$ cat src/design/flash_seq_pkg.sv
/*
  Shared constants and types for the flash command sequencer: opcodes,
  wrap setting layout, reset values, program timing and the word that
  leaves the page buffer for the cell array.
  Assumes a 10 MHz system clock.
*/
package flash_seq_pkg;

  localparam logic [7:0] OPC_WRITE_ENABLE = 8'h06;
  localparam logic [7:0] OPC_WRAP_SET     = 8'h77;
  localparam logic [7:0] OPC_PAGE_PROGRAM = 8'h02;
  localparam logic [7:0] OPC_QUAD_PROGRAM = 8'h32;

  // Wrap setting kept as {length[1:0], disable}, from bits 6..4 of the wrap byte
  localparam int          WRAP_FIELD_LO  = 4;
  localparam int          WRAP_FIELD_HI  = 6;
  localparam int          WRAP_DIS_POS   = 0;
  localparam logic [2:0]  WRAP_RESET     = 3'h1;

  localparam int          ADDR_BYTES     = 3;
  localparam logic [1:0]  ADDR_LAST      = 2'h2;
  localparam int          PAGE_BYTES     = 256;
  localparam int          FIFO_DEPTH     = 8;

  localparam int          CLK_HZ         = 10_000_000;
  localparam int          PROG_TIME_US   = 700;
  localparam int          PROG_CYCLES    = (PROG_TIME_US * (CLK_HZ / 1_000_000));

  typedef enum logic [2:0] {
    ST_IDLE = 3'h0,
    ST_OPC  = 3'h1,
    ST_ADDR = 3'h3,
    ST_DATA = 3'h2,
    ST_TAIL = 3'h6,
    ST_SKIP = 3'h7
  } link_state_t;

  typedef struct packed {
    logic [23:0] addr;
    logic [7:0]  data;
  } prog_word_t;

endpackage

$ cat src/design/word_fifo.sv
/*
  Small synchronous FIFO with valid/ready on both sides.
  Assumes one clock and a synchronous active-low reset.
*/
module word_fifo #(
  parameter int WIDTH = 32,
  parameter int DEPTH = 8
) (
  input  wire logic             sys_clk_i,
  input  wire logic             rst_b_i,
  input  wire logic             in_valid_i,
  output logic                  in_ready_o,
  input  wire logic [WIDTH-1:0] in_data_i,
  output logic                  out_valid_o,
  input  wire logic             out_ready_i,
  output logic      [WIDTH-1:0] out_data_o
);
  localparam int AW = $clog2(DEPTH);

  logic [WIDTH-1:0] mem [DEPTH];
  logic [AW:0]      wr_q;
  logic [AW:0]      rd_q;
  logic             push;
  logic             pop;

  // Extra pointer bit tells full from empty without a counter
  assign out_valid_o = (wr_q != rd_q);
  assign in_ready_o  = (wr_q[AW-1:0] != rd_q[AW-1:0]) || (wr_q[AW] == rd_q[AW]);
  assign push        = in_valid_i && in_ready_o;
  assign pop         = out_valid_o && out_ready_i;
  assign out_data_o  = mem[rd_q[AW-1:0]];

  always_ff @(posedge sys_clk_i)
  begin
    if (push)
    begin
      mem[wr_q[AW-1:0]] <= in_data_i;
    end
  end

  always_ff @(posedge sys_clk_i)
  begin
    if (!rst_b_i)
    begin
      wr_q <= '0;
      rd_q <= '0;
    end
    else
    begin
      if (push)
      begin
        wr_q <= wr_q + 1'b1;
      end
      if (pop)
      begin
        rd_q <= rd_q + 1'b1;
      end
    end
  end
endmodule

$ cat src/design/flash_seq.sv
/*
  Serial flash command sequencer: wrap configuration, write enable,
  single and quad page program with page buffer, self-timed program cycle.
  Assumes chip select, serial clock and the four IO lines come from an
  outside host and are slow against the system clock (8+ cycles per bit).
*/
// What this block does
// - Wrapped quad reads step inside the aligned section and return to its start.
// - Wrap byte bit 4 low enables wrap; bits 6..5 pick 8/16/32/64 bytes.
// - Frame 77h, 24 dummy bits, wrap byte, chip select high latches setting.
// - Stored wrap setting governs all later quad I/O reads outside four-line mode until disabled again.
// - In four-line mode only burst-wrap reads wrap; C0h may change length.
// - Write enable command sets the latch before any program command.
// - Page program is 02h, three address bytes, data bytes, on line zero.
// - Data past page end continues from offset zero of same page.
// - More than 256 bytes: only the last 256 received are programmed.
// - Fewer than 256 bytes: only addressed bytes are programmed.
// - Program runs only if chip select rises on a complete byte boundary.
// - Valid chip select rise starts the timed program cycle at once.
// - Write-in-progress is one during the cycle, zero when complete.
// - Write enable latch clears no later than the cycle end.
// - Program aimed at a protected page is refused.
// - Quad program is 32h, data on four lines, needs quad enable.
// - Incoming bits are sampled on serial clock rising edges.
module flash_seq #(
  parameter int PROG_CYCLES = flash_seq_pkg::PROG_CYCLES
) (
  input  wire logic                      sys_clk_i,
  input  wire logic                      rst_b_i,
  input  wire logic                      cs_b_i,
  input  wire logic                      sclk_i,
  input  wire logic [3:0]                quad_line_i,
  input  wire logic                      quad_enable_i,
  input  wire logic [4:0]                block_protect_bits_i,
  input  wire logic                      four_line_command_mode_i,
  input  wire logic                      param_len_wr_i,
  input  wire logic [1:0]                param_len_i,
  input  wire logic                      rd_load_i,
  input  wire logic [23:0]               rd_start_addr_i,
  input  wire logic                      rd_step_i,
  input  wire logic                      rd_quad_io_i,
  input  wire logic                      rd_burst_wrap_i,
  output logic                           write_in_progress_o,
  output logic                           write_enable_latch_o,
  output logic [2:0]                     wrap_setting_bits_o,
  output logic [23:0]                    rd_addr_o,
  output logic                           prog_valid_o,
  input  wire logic                      prog_ready_i,
  output flash_seq_pkg::prog_word_t      prog_word_o
);

  function automatic logic is_protected(input logic [7:0] blk, input logic [4:0] bp);
    logic [8:0] span;
    span = 9'h1 << (bp[2:0] - 3'h1);
    if (bp[2:0] == 3'h0)
      return 1'b0;
    if (bp[4])
      return 1'b1;
    if (bp[3])
      return ({1'b0, blk} < span);
    return ({1'b0, blk} >= (9'h100 - span));
  endfunction

  function automatic logic [23:0] next_rd_addr(input logic [23:0] a, input logic wrap, input logic [1:0] len);
    logic [23:0] m;
    logic [23:0] inc;
    m   = {16'h0000, 8'h07 << len} | 24'h000007;
    m   = {16'h0000, (8'h08 << len) - 8'h01};
    inc = a + 24'h000001;
    if (wrap)
      return (a & ~m) | (inc & m);
    return inc;
  endfunction

  // Synchronisers for the host pins
  logic [5:0] pin_s1_q;
  logic [5:0] pin_s2_q;
  logic       sclk_prev_q;
  logic       cs_prev_q;

  always_ff @(posedge sys_clk_i)
  begin
    if (!rst_b_i)
    begin
      pin_s1_q <= 6'h20;
      pin_s2_q <= 6'h20;
    end
    else
    begin
      pin_s1_q <= {cs_b_i, sclk_i, quad_line_i};
      pin_s2_q <= pin_s1_q;
    end
  end

  logic       cs_b_s;
  logic       sclk_s;
  logic [3:0] lines_s;
  assign cs_b_s  = pin_s2_q[5];
  assign sclk_s  = pin_s2_q[4];
  assign lines_s = pin_s2_q[3:0];

  always_ff @(posedge sys_clk_i)
  begin
    if (!rst_b_i)
    begin
      sclk_prev_q <= 1'b0;
      cs_prev_q   <= 1'b1;
    end
    else
    begin
      sclk_prev_q <= sclk_s;
      cs_prev_q   <= cs_b_s;
    end
  end

  flash_seq_pkg::link_state_t st_q;
  logic [7:0]  opc_q;
  logic [7:0]  shift_q;
  logic [2:0]  bit_cnt_q;
  logic [1:0]  addr_cnt_q;
  logic [23:0] addr_q;
  logic [7:0]  off_q;
  logic        data_seen_q;
  logic        wel_q;
  logic        wip_q;
  logic [2:0]  wrap_q;
  logic [31:0] timer_q;
  logic [8:0]  scan_q;
  localparam int PAGE_MASK_W = flash_seq_pkg::PAGE_BYTES;
  logic [PAGE_MASK_W-1:0] mask_q;
  logic [7:0]  page_mem [flash_seq_pkg::PAGE_BYTES];

  logic        cs_rise;
  logic        edge_act;
  logic        quad_data;
  logic        byte_done;
  logic [7:0]  byte_val;
  logic        is_prog_opc;
  logic        aligned;
  logic        prog_ok;
  logic        write_enable_cmd_ok;
  logic        wrap_ok;
  logic        prog_done;
  logic        fifo_ready;
  logic        scan_valid;

  assign cs_rise     = cs_b_s && !cs_prev_q;
  // Bits count only on a rising serial clock inside an open frame
  assign edge_act    = sclk_s && !sclk_prev_q && !cs_b_s && (st_q != flash_seq_pkg::ST_IDLE);
  assign is_prog_opc = (opc_q == flash_seq_pkg::OPC_PAGE_PROGRAM) || (opc_q == flash_seq_pkg::OPC_QUAD_PROGRAM);
  assign quad_data   = (st_q == flash_seq_pkg::ST_DATA) && (opc_q == flash_seq_pkg::OPC_QUAD_PROGRAM);
  assign byte_val    = quad_data ? {shift_q[3:0], lines_s} : {shift_q[6:0], lines_s[0]};
  assign byte_done   = edge_act && (quad_data ? (bit_cnt_q == 3'h4) : (bit_cnt_q == 3'h7));
  assign aligned     = (bit_cnt_q == 3'h0);

  // Frame end checks use the state as it stood before chip select rose
  assign prog_ok = cs_rise && (st_q == flash_seq_pkg::ST_DATA) && aligned && data_seen_q && is_prog_opc
                   && !is_protected(addr_q[23:16], block_protect_bits_i);
  assign write_enable_cmd_ok = cs_rise && (st_q == flash_seq_pkg::ST_TAIL);
  assign wrap_ok = cs_rise && (st_q == flash_seq_pkg::ST_DATA) && aligned && data_seen_q
                   && (opc_q == flash_seq_pkg::OPC_WRAP_SET);

  always_ff @(posedge sys_clk_i)
  begin
    if (!rst_b_i || cs_b_s || (st_q == flash_seq_pkg::ST_IDLE))
    begin
      shift_q   <= 8'h00;
      bit_cnt_q <= 3'h0;
    end
    else if (edge_act)
    begin
      shift_q   <= byte_val;
      bit_cnt_q <= bit_cnt_q + (quad_data ? 3'h4 : 3'h1);
    end
  end

  always_ff @(posedge sys_clk_i)
  begin
    if (!rst_b_i || cs_b_s)
    begin
      st_q        <= flash_seq_pkg::ST_IDLE;
      data_seen_q <= 1'b0;
      addr_cnt_q  <= 2'h0;
    end
    else if (st_q == flash_seq_pkg::ST_IDLE)
    begin
      st_q        <= flash_seq_pkg::ST_OPC;
      data_seen_q <= 1'b0;
      addr_cnt_q  <= 2'h0;
    end
    else if (edge_act)
    begin
      unique case (st_q)
        flash_seq_pkg::ST_OPC:
        begin
          if (byte_done)
          begin
            unique case (byte_val)
              flash_seq_pkg::OPC_WRITE_ENABLE:
                st_q <= wip_q ? flash_seq_pkg::ST_SKIP : flash_seq_pkg::ST_TAIL;
              flash_seq_pkg::OPC_WRAP_SET:
                st_q <= flash_seq_pkg::ST_ADDR;
              flash_seq_pkg::OPC_PAGE_PROGRAM:
                st_q <= (wel_q && !wip_q) ? flash_seq_pkg::ST_ADDR : flash_seq_pkg::ST_SKIP;
              flash_seq_pkg::OPC_QUAD_PROGRAM:
                st_q <= (wel_q && !wip_q && quad_enable_i) ? flash_seq_pkg::ST_ADDR : flash_seq_pkg::ST_SKIP;
              default:
                st_q <= flash_seq_pkg::ST_SKIP;
            endcase
          end
        end
        flash_seq_pkg::ST_ADDR:
        begin
          if (byte_done)
          begin
            addr_cnt_q <= addr_cnt_q + 2'h1;
            if (addr_cnt_q == flash_seq_pkg::ADDR_LAST)
            begin
              st_q <= flash_seq_pkg::ST_DATA;
            end
          end
        end
        flash_seq_pkg::ST_DATA:
        begin
          if (byte_done)
          begin
            data_seen_q <= 1'b1;
          end
        end
        flash_seq_pkg::ST_TAIL:
          st_q <= flash_seq_pkg::ST_SKIP;
        flash_seq_pkg::ST_SKIP:
          st_q <= flash_seq_pkg::ST_SKIP;
        default:
          st_q <= flash_seq_pkg::ST_SKIP;
      endcase
    end
  end

  always_ff @(posedge sys_clk_i)
  begin
    if (!rst_b_i)
    begin
      opc_q  <= 8'h00;
      addr_q <= 24'h000000;
      off_q  <= 8'h00;
    end
    else if (byte_done)
    begin
      if (st_q == flash_seq_pkg::ST_OPC)
      begin
        opc_q <= byte_val;
      end
      if (st_q == flash_seq_pkg::ST_ADDR)
      begin
        addr_q <= {addr_q[15:0], byte_val};
        off_q  <= byte_val;
      end
      if (st_q == flash_seq_pkg::ST_DATA)
      begin
        // Eight-bit offset rolls over inside the page
        off_q <= off_q + 8'h01;
      end
    end
  end

  logic buf_write;
  assign buf_write = byte_done && (st_q == flash_seq_pkg::ST_DATA) && is_prog_opc;

  // Later bytes overwrite earlier ones at the same offset, so the last 256 win
  always_ff @(posedge sys_clk_i)
  begin
    if (buf_write)
    begin
      page_mem[off_q] <= byte_val;
    end
  end

  always_ff @(posedge sys_clk_i)
  begin
    if (!rst_b_i)
    begin
      mask_q <= '0;
    end
    else if (byte_done && (st_q == flash_seq_pkg::ST_ADDR) && (addr_cnt_q == flash_seq_pkg::ADDR_LAST)
             && is_prog_opc)
    begin
      mask_q <= '0;
    end
    else if (buf_write)
    begin
      mask_q[off_q] <= 1'b1;
    end
  end

  // Write enable latch: set by its command, cleared as the cycle completes
  always_ff @(posedge sys_clk_i)
  begin
    if (!rst_b_i)
    begin
      wel_q <= 1'b0;
    end
    else if (write_enable_cmd_ok)
    begin
      wel_q <= 1'b1;
    end
    else if (prog_done)
    begin
      wel_q <= 1'b0;
    end
  end

  always_ff @(posedge sys_clk_i)
  begin
    if (!rst_b_i)
    begin
      wrap_q <= flash_seq_pkg::WRAP_RESET;
    end
    else if (wrap_ok)
    begin
      wrap_q <= shift_q[flash_seq_pkg::WRAP_FIELD_HI:flash_seq_pkg::WRAP_FIELD_LO];
    end
    else if (param_len_wr_i)
    begin
      wrap_q[2:1] <= param_len_i;
    end
  end

  // Program cycle: timer and page scan run side by side; the cycle ends only
  // when both are through, so a slow cell array stretches it
  assign scan_valid = wip_q && !scan_q[8] && mask_q[scan_q[7:0]];
  assign prog_done  = wip_q && (timer_q == 32'h0) && scan_q[8] && !prog_valid_o;

  always_ff @(posedge sys_clk_i)
  begin
    if (!rst_b_i)
    begin
      wip_q   <= 1'b0;
      timer_q <= 32'h0;
      scan_q  <= 9'h100;
    end
    else if (prog_ok)
    begin
      wip_q   <= 1'b1;
      timer_q <= 32'(PROG_CYCLES - 1);
      scan_q  <= 9'h000;
    end
    else if (wip_q)
    begin
      if (timer_q != 32'h0)
      begin
        timer_q <= timer_q - 32'h1;
      end
      if (!scan_q[8] && (!mask_q[scan_q[7:0]] || fifo_ready))
      begin
        scan_q <= scan_q + 9'h001;
      end
      if (prog_done)
      begin
        wip_q <= 1'b0;
      end
    end
  end

  flash_seq_pkg::prog_word_t scan_word;
  flash_seq_pkg::prog_word_t fifo_out;
  assign scan_word.addr = {addr_q[23:8], scan_q[7:0]};
  assign scan_word.data = page_mem[scan_q[7:0]];

  word_fifo #(
    .WIDTH ($bits(flash_seq_pkg::prog_word_t)),
    .DEPTH (flash_seq_pkg::FIFO_DEPTH)
  ) u_fifo (
    .sys_clk_i   (sys_clk_i),
    .rst_b_i     (rst_b_i),
    .in_valid_i  (scan_valid),
    .in_ready_o  (fifo_ready),
    .in_data_i   (scan_word),
    .out_valid_o (prog_valid_o),
    .out_ready_i (prog_ready_i),
    .out_data_o  (fifo_out)
  );
  assign prog_word_o = fifo_out;

  logic wrap_active;
  // Four-line mode wraps only for the dedicated burst read
  assign wrap_active = four_line_command_mode_i ? rd_burst_wrap_i
                       : (rd_quad_io_i && !wrap_q[flash_seq_pkg::WRAP_DIS_POS]);

  always_ff @(posedge sys_clk_i)
  begin
    if (!rst_b_i)
    begin
      rd_addr_o <= 24'h000000;
    end
    else if (rd_load_i)
    begin
      rd_addr_o <= rd_start_addr_i;
    end
    else if (rd_step_i)
    begin
      rd_addr_o <= next_rd_addr(rd_addr_o, wrap_active, wrap_q[2:1]);
    end
  end

  assign write_in_progress_o  = wip_q;
  assign write_enable_latch_o = wel_q;
  assign wrap_setting_bits_o  = wrap_q;
endmodule

$ cat config.mk
export PLATFORM = sky130hd
export DESIGN_NAME = flash_seq
export DESIGN_NICKNAME = d
export VERILOG_FILES = /design/src/design/flash_seq_pkg.sv /design/src/design/word_fifo.sv /design/src/design/flash_seq.sv
export SDC_FILE = /design/constraint.sdc
export NUM_CORES = 2
export LEC_CHECK = 0
export BUFFER_PORTS_ARGS = -buffer_cell sky130_fd_sc_hd__buf_2
export CAP_MARGIN = 40
export CORE_ASPECT_RATIO = 0.9
export CORE_MARGIN = 3
export CORE_UTILIZATION = 60
export DETAILED_ROUTE_END_ITERATION = 10
export PLACE_DENSITY = 0.76
export SETUP_SLACK_MARGIN = 0.02
export SKIP_LAST_GASP = 1
export SYNTH_ARGS = -nofsm -noshare
export SYNTH_HDL_FRONTEND = slang
export SYNTH_SLANG_ARGS = --single-unit
$ cat constraint.sdc
create_clock -name sys_clk_i -period 12.7 [get_ports sys_clk_i]
set_clock_uncertainty 0.2 [all_clocks]
set_input_delay 1.27 -clock sys_clk_i [delete_from_list [all_inputs] [get_ports sys_clk_i]]
set_output_delay 1.27 -clock sys_clk_i [all_outputs]
set_load 0.02 [all_outputs]
==> summary.md <==
| Metric | Value |
|---|---|
| Status | `finished clean` |
| Post-route cell area | `0.118 sq mm` |
| Layout overhead on the synthesized area | `12.2%` |
| Global-route wire length before repair | `375 mm` |
| Drt total wl | `256 mm` |
| Crit path max fanout | `16` |
| Average cell area after synthesis | `20.1 sq um` |
| DRC errors left | `0` |
| Overall routing resource usage | `~29%` |
| Max-slew violation total from the final report | `0` |
| Final total negative setup slack | `0 ps` |
| DIE AREA | `0.181 sq mm` |
| Highest clock rate | `0.161 GHz` |
| Clock sink count | `between 2000 and 3000` |
| Final Hold Violating Endpoints | `0` |
| CP endpoint kind | `flip-flop` |
| Number of instances resized during post-cts repair | `0` |
| Lkg Pwr | `approximately 42 nW` |
| Final weighted congestion in routability-driven placement | `0.868` |
| Biggest cell delay along the critical path | `990 ps` |
| Global route total overflow | `0` |
| Number of global-route vias before repair | `53600` |
| Cell at the root of the clock tree | `sky130_fd_sc_hd__clkbuf_16` |
| Tightest Hold Check Type | `flip-flop to flip-flop` |
| WL/cell | `about 32 um` |
| I/O pin total | `between 100 and 150` |
| Depth of the CTS H-tree | `5` |
| Fillers | `approximately 10000` |
| Flops & latches, synth | `2719` |
| Share of the synthesized area in the top cell type | `65.7%` |
| Clock tree from TritonCTS | `built` |
| Most used DFF post-synth | `sky130_fd_sc_hd__edfxtp_1` |
| Unrepaired setup endpoints after global routing | `false` |
| Number of nets in the layout | `5579` |
| Actual slew at the worst max-slew pin | `~1100 ps` |
| Pwr dens | `approximately 150 mW/mm^2` |
| Maximum number of pins on one net before global-route repair | `between 150 and 200` |
| Vertical extent of the die | `403 um` |
| Input/output buffers | `108` |
| Critical Path Most Common Cell | `sky130_fd_sc_hd__nor2_1` |
| Share of synthesized area occupied by flip-flops and latches | `73.6%` |
| Wl on met1 | `98.2 mm` |
| Share of the clock period used by the worst path | `49.0%` |
| Length of routed met3 wiring | `around 30 mm` |
| Cell with the largest stage delay on the worst path | `sky130_fd_sc_hd__nor2_1` |
| Fraction of the mapped netlist area in adder cells | `less than 1%` |
| Post-Synth XOR/XNOR Area | `less than 1%` |
| Latest clock arrival within the worst-skew pair | `910 ps` |
| Yosys cell types | `72` |
| Number of antenna-violating nets in the routed design | `0` |
| Start-to-end type of the worst setup path | `flip-flop to flip-flop` |
| Final setup violation count | `0` |
| Most common cell after layout, fill and taps aside | `sky130_fd_sc_hd__edfxtp_1` |
| Highest Signal Layer | `met5` |
| Most frequent cells in the layout | `sky130_fd_sc_hd__edfxtp_1 (2304), sky130_fd_sc_hd__mux4_2 (785), sky130_fd_sc_hd__dfxtp_1 (402)` |
| Share of final-layout standard cells stronger than drive strength 1 | `roughly 28%` |
| Share of the synthesized area in compound gates (AO/OA/AOI/OAI) | `3.17%` |
| Initial antenna violation count | `15` |
| Yosys warning total | `0` |
| Arrival time of the worst setup path | `6550 ps` |
| Series of cell instances along the critical path | `nor3b_2, nand4_1, ha_1, nor2_1, nand4_4, or3_4, nor3_2, nand3_1, nor2_1` |
| Row count | `145` |
| Clock-pin slew reported for the worst setup and hold paths after clock tree synthesis | `60 ps` |
| Worst slew margin | `28.2%` |
| Yosys top cell by area | `sky130_fd_sc_hd__edfxtp_1` |
| Number of nets in the synthesized netlist | `5315` |
| Fin crit period | `6220 ps` |
| Cts-stage hold buffer count | `0` |
| Startpoint type of the worst setup path | `flip-flop` |
| Horizontal die dimension | `448 um` |
| CORE AREA | `0.174 sq mm` |
| Fraction of the mapped netlist area in simple logic gates | `3.16%` |
| Gate Count Post-Synth | `5238` |
| Post-DP Area | `0.109 sq mm` |
| Number of buffers on the longest clock path | `4` |
| Detailed-router iteration count before antenna repair | `8` |
| Count of max-cap constraint violations | `0` |
| Worst Hold Path Cells | `1` |
| Number of synthesized flops with an enable pin | `around 2300` |
| Detailed-routed wire length on met2 | `118 mm` |
| Total number of vias | `roughly 54000` |
| FFs w/ async S/R, synth | `0%` |
| Initial core utilization | `60.5%` |
| Mux cell area share after synthesis | `roughly 18%` |
| Vias per Instance | `6.78` |
| Dominant combinational cell family by area after synthesis | `multiplexers` |
| Maximum resistive drop on vdd | `0.144 mV` |
| Detailed-placement wirelength estimate | `around 150 mm` |
| Cell depth of the worst flop-to-flop path | `9` |
| Cell types with the largest area share after synthesis | `sky130_fd_sc_hd__edfxtp_1 (66%), sky130_fd_sc_hd__mux4_2 (17%), sky130_fd_sc_hd__dfxtp_1 (7.9%)` |
| DR iter-0 viols | `7306` |
| Data required time at the worst endpoint | `13030 ps` |
| Buffers inserted by post-CTS timing repair | `0` |
| Number of buffers added by the clock tree synthesis step | `276` |
| Post-synthesis instance area | `0.105 sq mm` |
==> critical path, delay by kind of cell, from the launching register on <==
| family | cells | cell delay, ps |
|---|---|---|
| adder cells (fa/ha/maj) | 1 | 540 |
| flip-flops | 1 | 470 |
| AND/OR/NAND/NOR | 8 | 4640 |
==> flip-flops by register name, summed over array words and instances (netlist names), 7 cells and up, named ones only <==
signal      count
rd_addr_o      19
page_mem     2048
scan_q          9
shift_q         7
u_fifo.mem    256
timer_q        32
mask_q        256
off_q           8
opc_q           8
addr_q         24
==> cell families (layout without fill, tap and decap cells) <==
logic type / count (synthesis) / after routing
other: 0 / 9
and+or+nand+nor: 728 / 728
DFF: 2719 / 2719
xor gates and xnor gates: 64 / 64
adders and majority gates: 30 / 30
AOI/OAI and AO/OA: 472 / 472
muxes: 887 / 887
buffers and inverters: 338 / 805
==> synthesized netlist by cell type (7+ instances only) <==
master,n
sky130_fd_sc_hd__or3_1,14
sky130_fd_sc_hd__a22oi_1,16
sky130_fd_sc_hd__and3_1,12
sky130_fd_sc_hd__a311oi_1,7
sky130_fd_sc_hd__nand4_1,17
sky130_fd_sc_hd__edfxtp_1,2304
sky130_fd_sc_hd__o21a_1,261
sky130_fd_sc_hd__mux2i_1,66
sky130_fd_sc_hd__a221oi_1,7
sky130_fd_sc_hd__inv_1,34
sky130_fd_sc_hd__nand3_1,39
sky130_fd_sc_hd__buf_2,64
sky130_fd_sc_hd__nor4_1,11
sky130_fd_sc_hd__a31oi_1,8
sky130_fd_sc_hd__a211oi_1,31
sky130_fd_sc_hd__ha_1,30
sky130_fd_sc_hd__nor2_2,19
sky130_fd_sc_hd__nor2_1,372
sky130_fd_sc_hd__nor3_1,29
sky130_fd_sc_hd__buf_1,30
sky130_fd_sc_hd__or2_2,7
sky130_fd_sc_hd__nand2b_1,11
sky130_fd_sc_hd__and2_1,17
sky130_fd_sc_hd__o211ai_1,8
sky130_fd_sc_hd__a21oi_1,72
sky130_fd_sc_hd__xnor2_1,36
sky130_fd_sc_hd__buf_4,11
sky130_fd_sc_hd__nor2b_1,17
sky130_fd_sc_hd__clkbuf_1,193
sky130_fd_sc_hd__dfxtp_1,415
sky130_fd_sc_hd__o21ai_0,32
sky130_fd_sc_hd__nand2_1,126
sky130_fd_sc_hd__mux2_2,36
sky130_fd_sc_hd__xor2_1,27
sky130_fd_sc_hd__mux4_2,785
==> final timing paths <==
path                    start  slack [ps]                to
hold / removal    pin_s1_q[5]         210       pin_s2_q[5]
setup / recovery      st_q[0]        6480  page_mem[212][3]
hold reg to reg   pin_s1_q[5]         210       pin_s2_q[5]
setup reg to reg      st_q[0]        6480  page_mem[212][3]
==> per-stage QoR <==
stage	total power, W	hold slack, ps	worst slack (ps)	util (%)	cells
2_1_floorplan	0.00981	186	6260	-	5238
3_3_place_gp	0.00984	195	6690	62.2	7403
3_5_place_dp	0.00984	192	6630	62.8	7490
4_1_cts	0.0177	216	6580	67.8	7971
5_1_grt	0.0180	243	6210	67.9	7983
6_report	0.0176	212	6480	67.9	7992
==> area by class of cell <==
cell class | instances | area (sq um) | area share (%)
flip-flops and latches | 2719 | 77500 | 65.7
multi-input cells | 2181 | 26400 | 22.4
clock buffers | 389 | 7910 | 6.70
well taps | 2278 | 2850 | 2.41
repair buffers | 288 | 2290 | 1.94
clock inverters | 92 | 872 | 0.739
inverters | 36 | 188 | 0.159
diodes | 9 | 22.5 | 0.0191
==> routing by layer <==
metal  global-route usage, %  vias up
li1                        -    21900
met4                    10.5        4
met2                    42.3     3308
met3                    8.02      594
met1                    41.9    28400
met5                       0        -
==> power breakdown <==
group / total [W] / switching [W] / internal [W]
Sequential: 0.00956 / 0.00000975 / 0.00955
Clock: 0.00794 / 0.00328 / 0.00466
Combinational: 0.0000868 / 0.0000600 / 0.0000268
(Power assumes the default switching activity.)
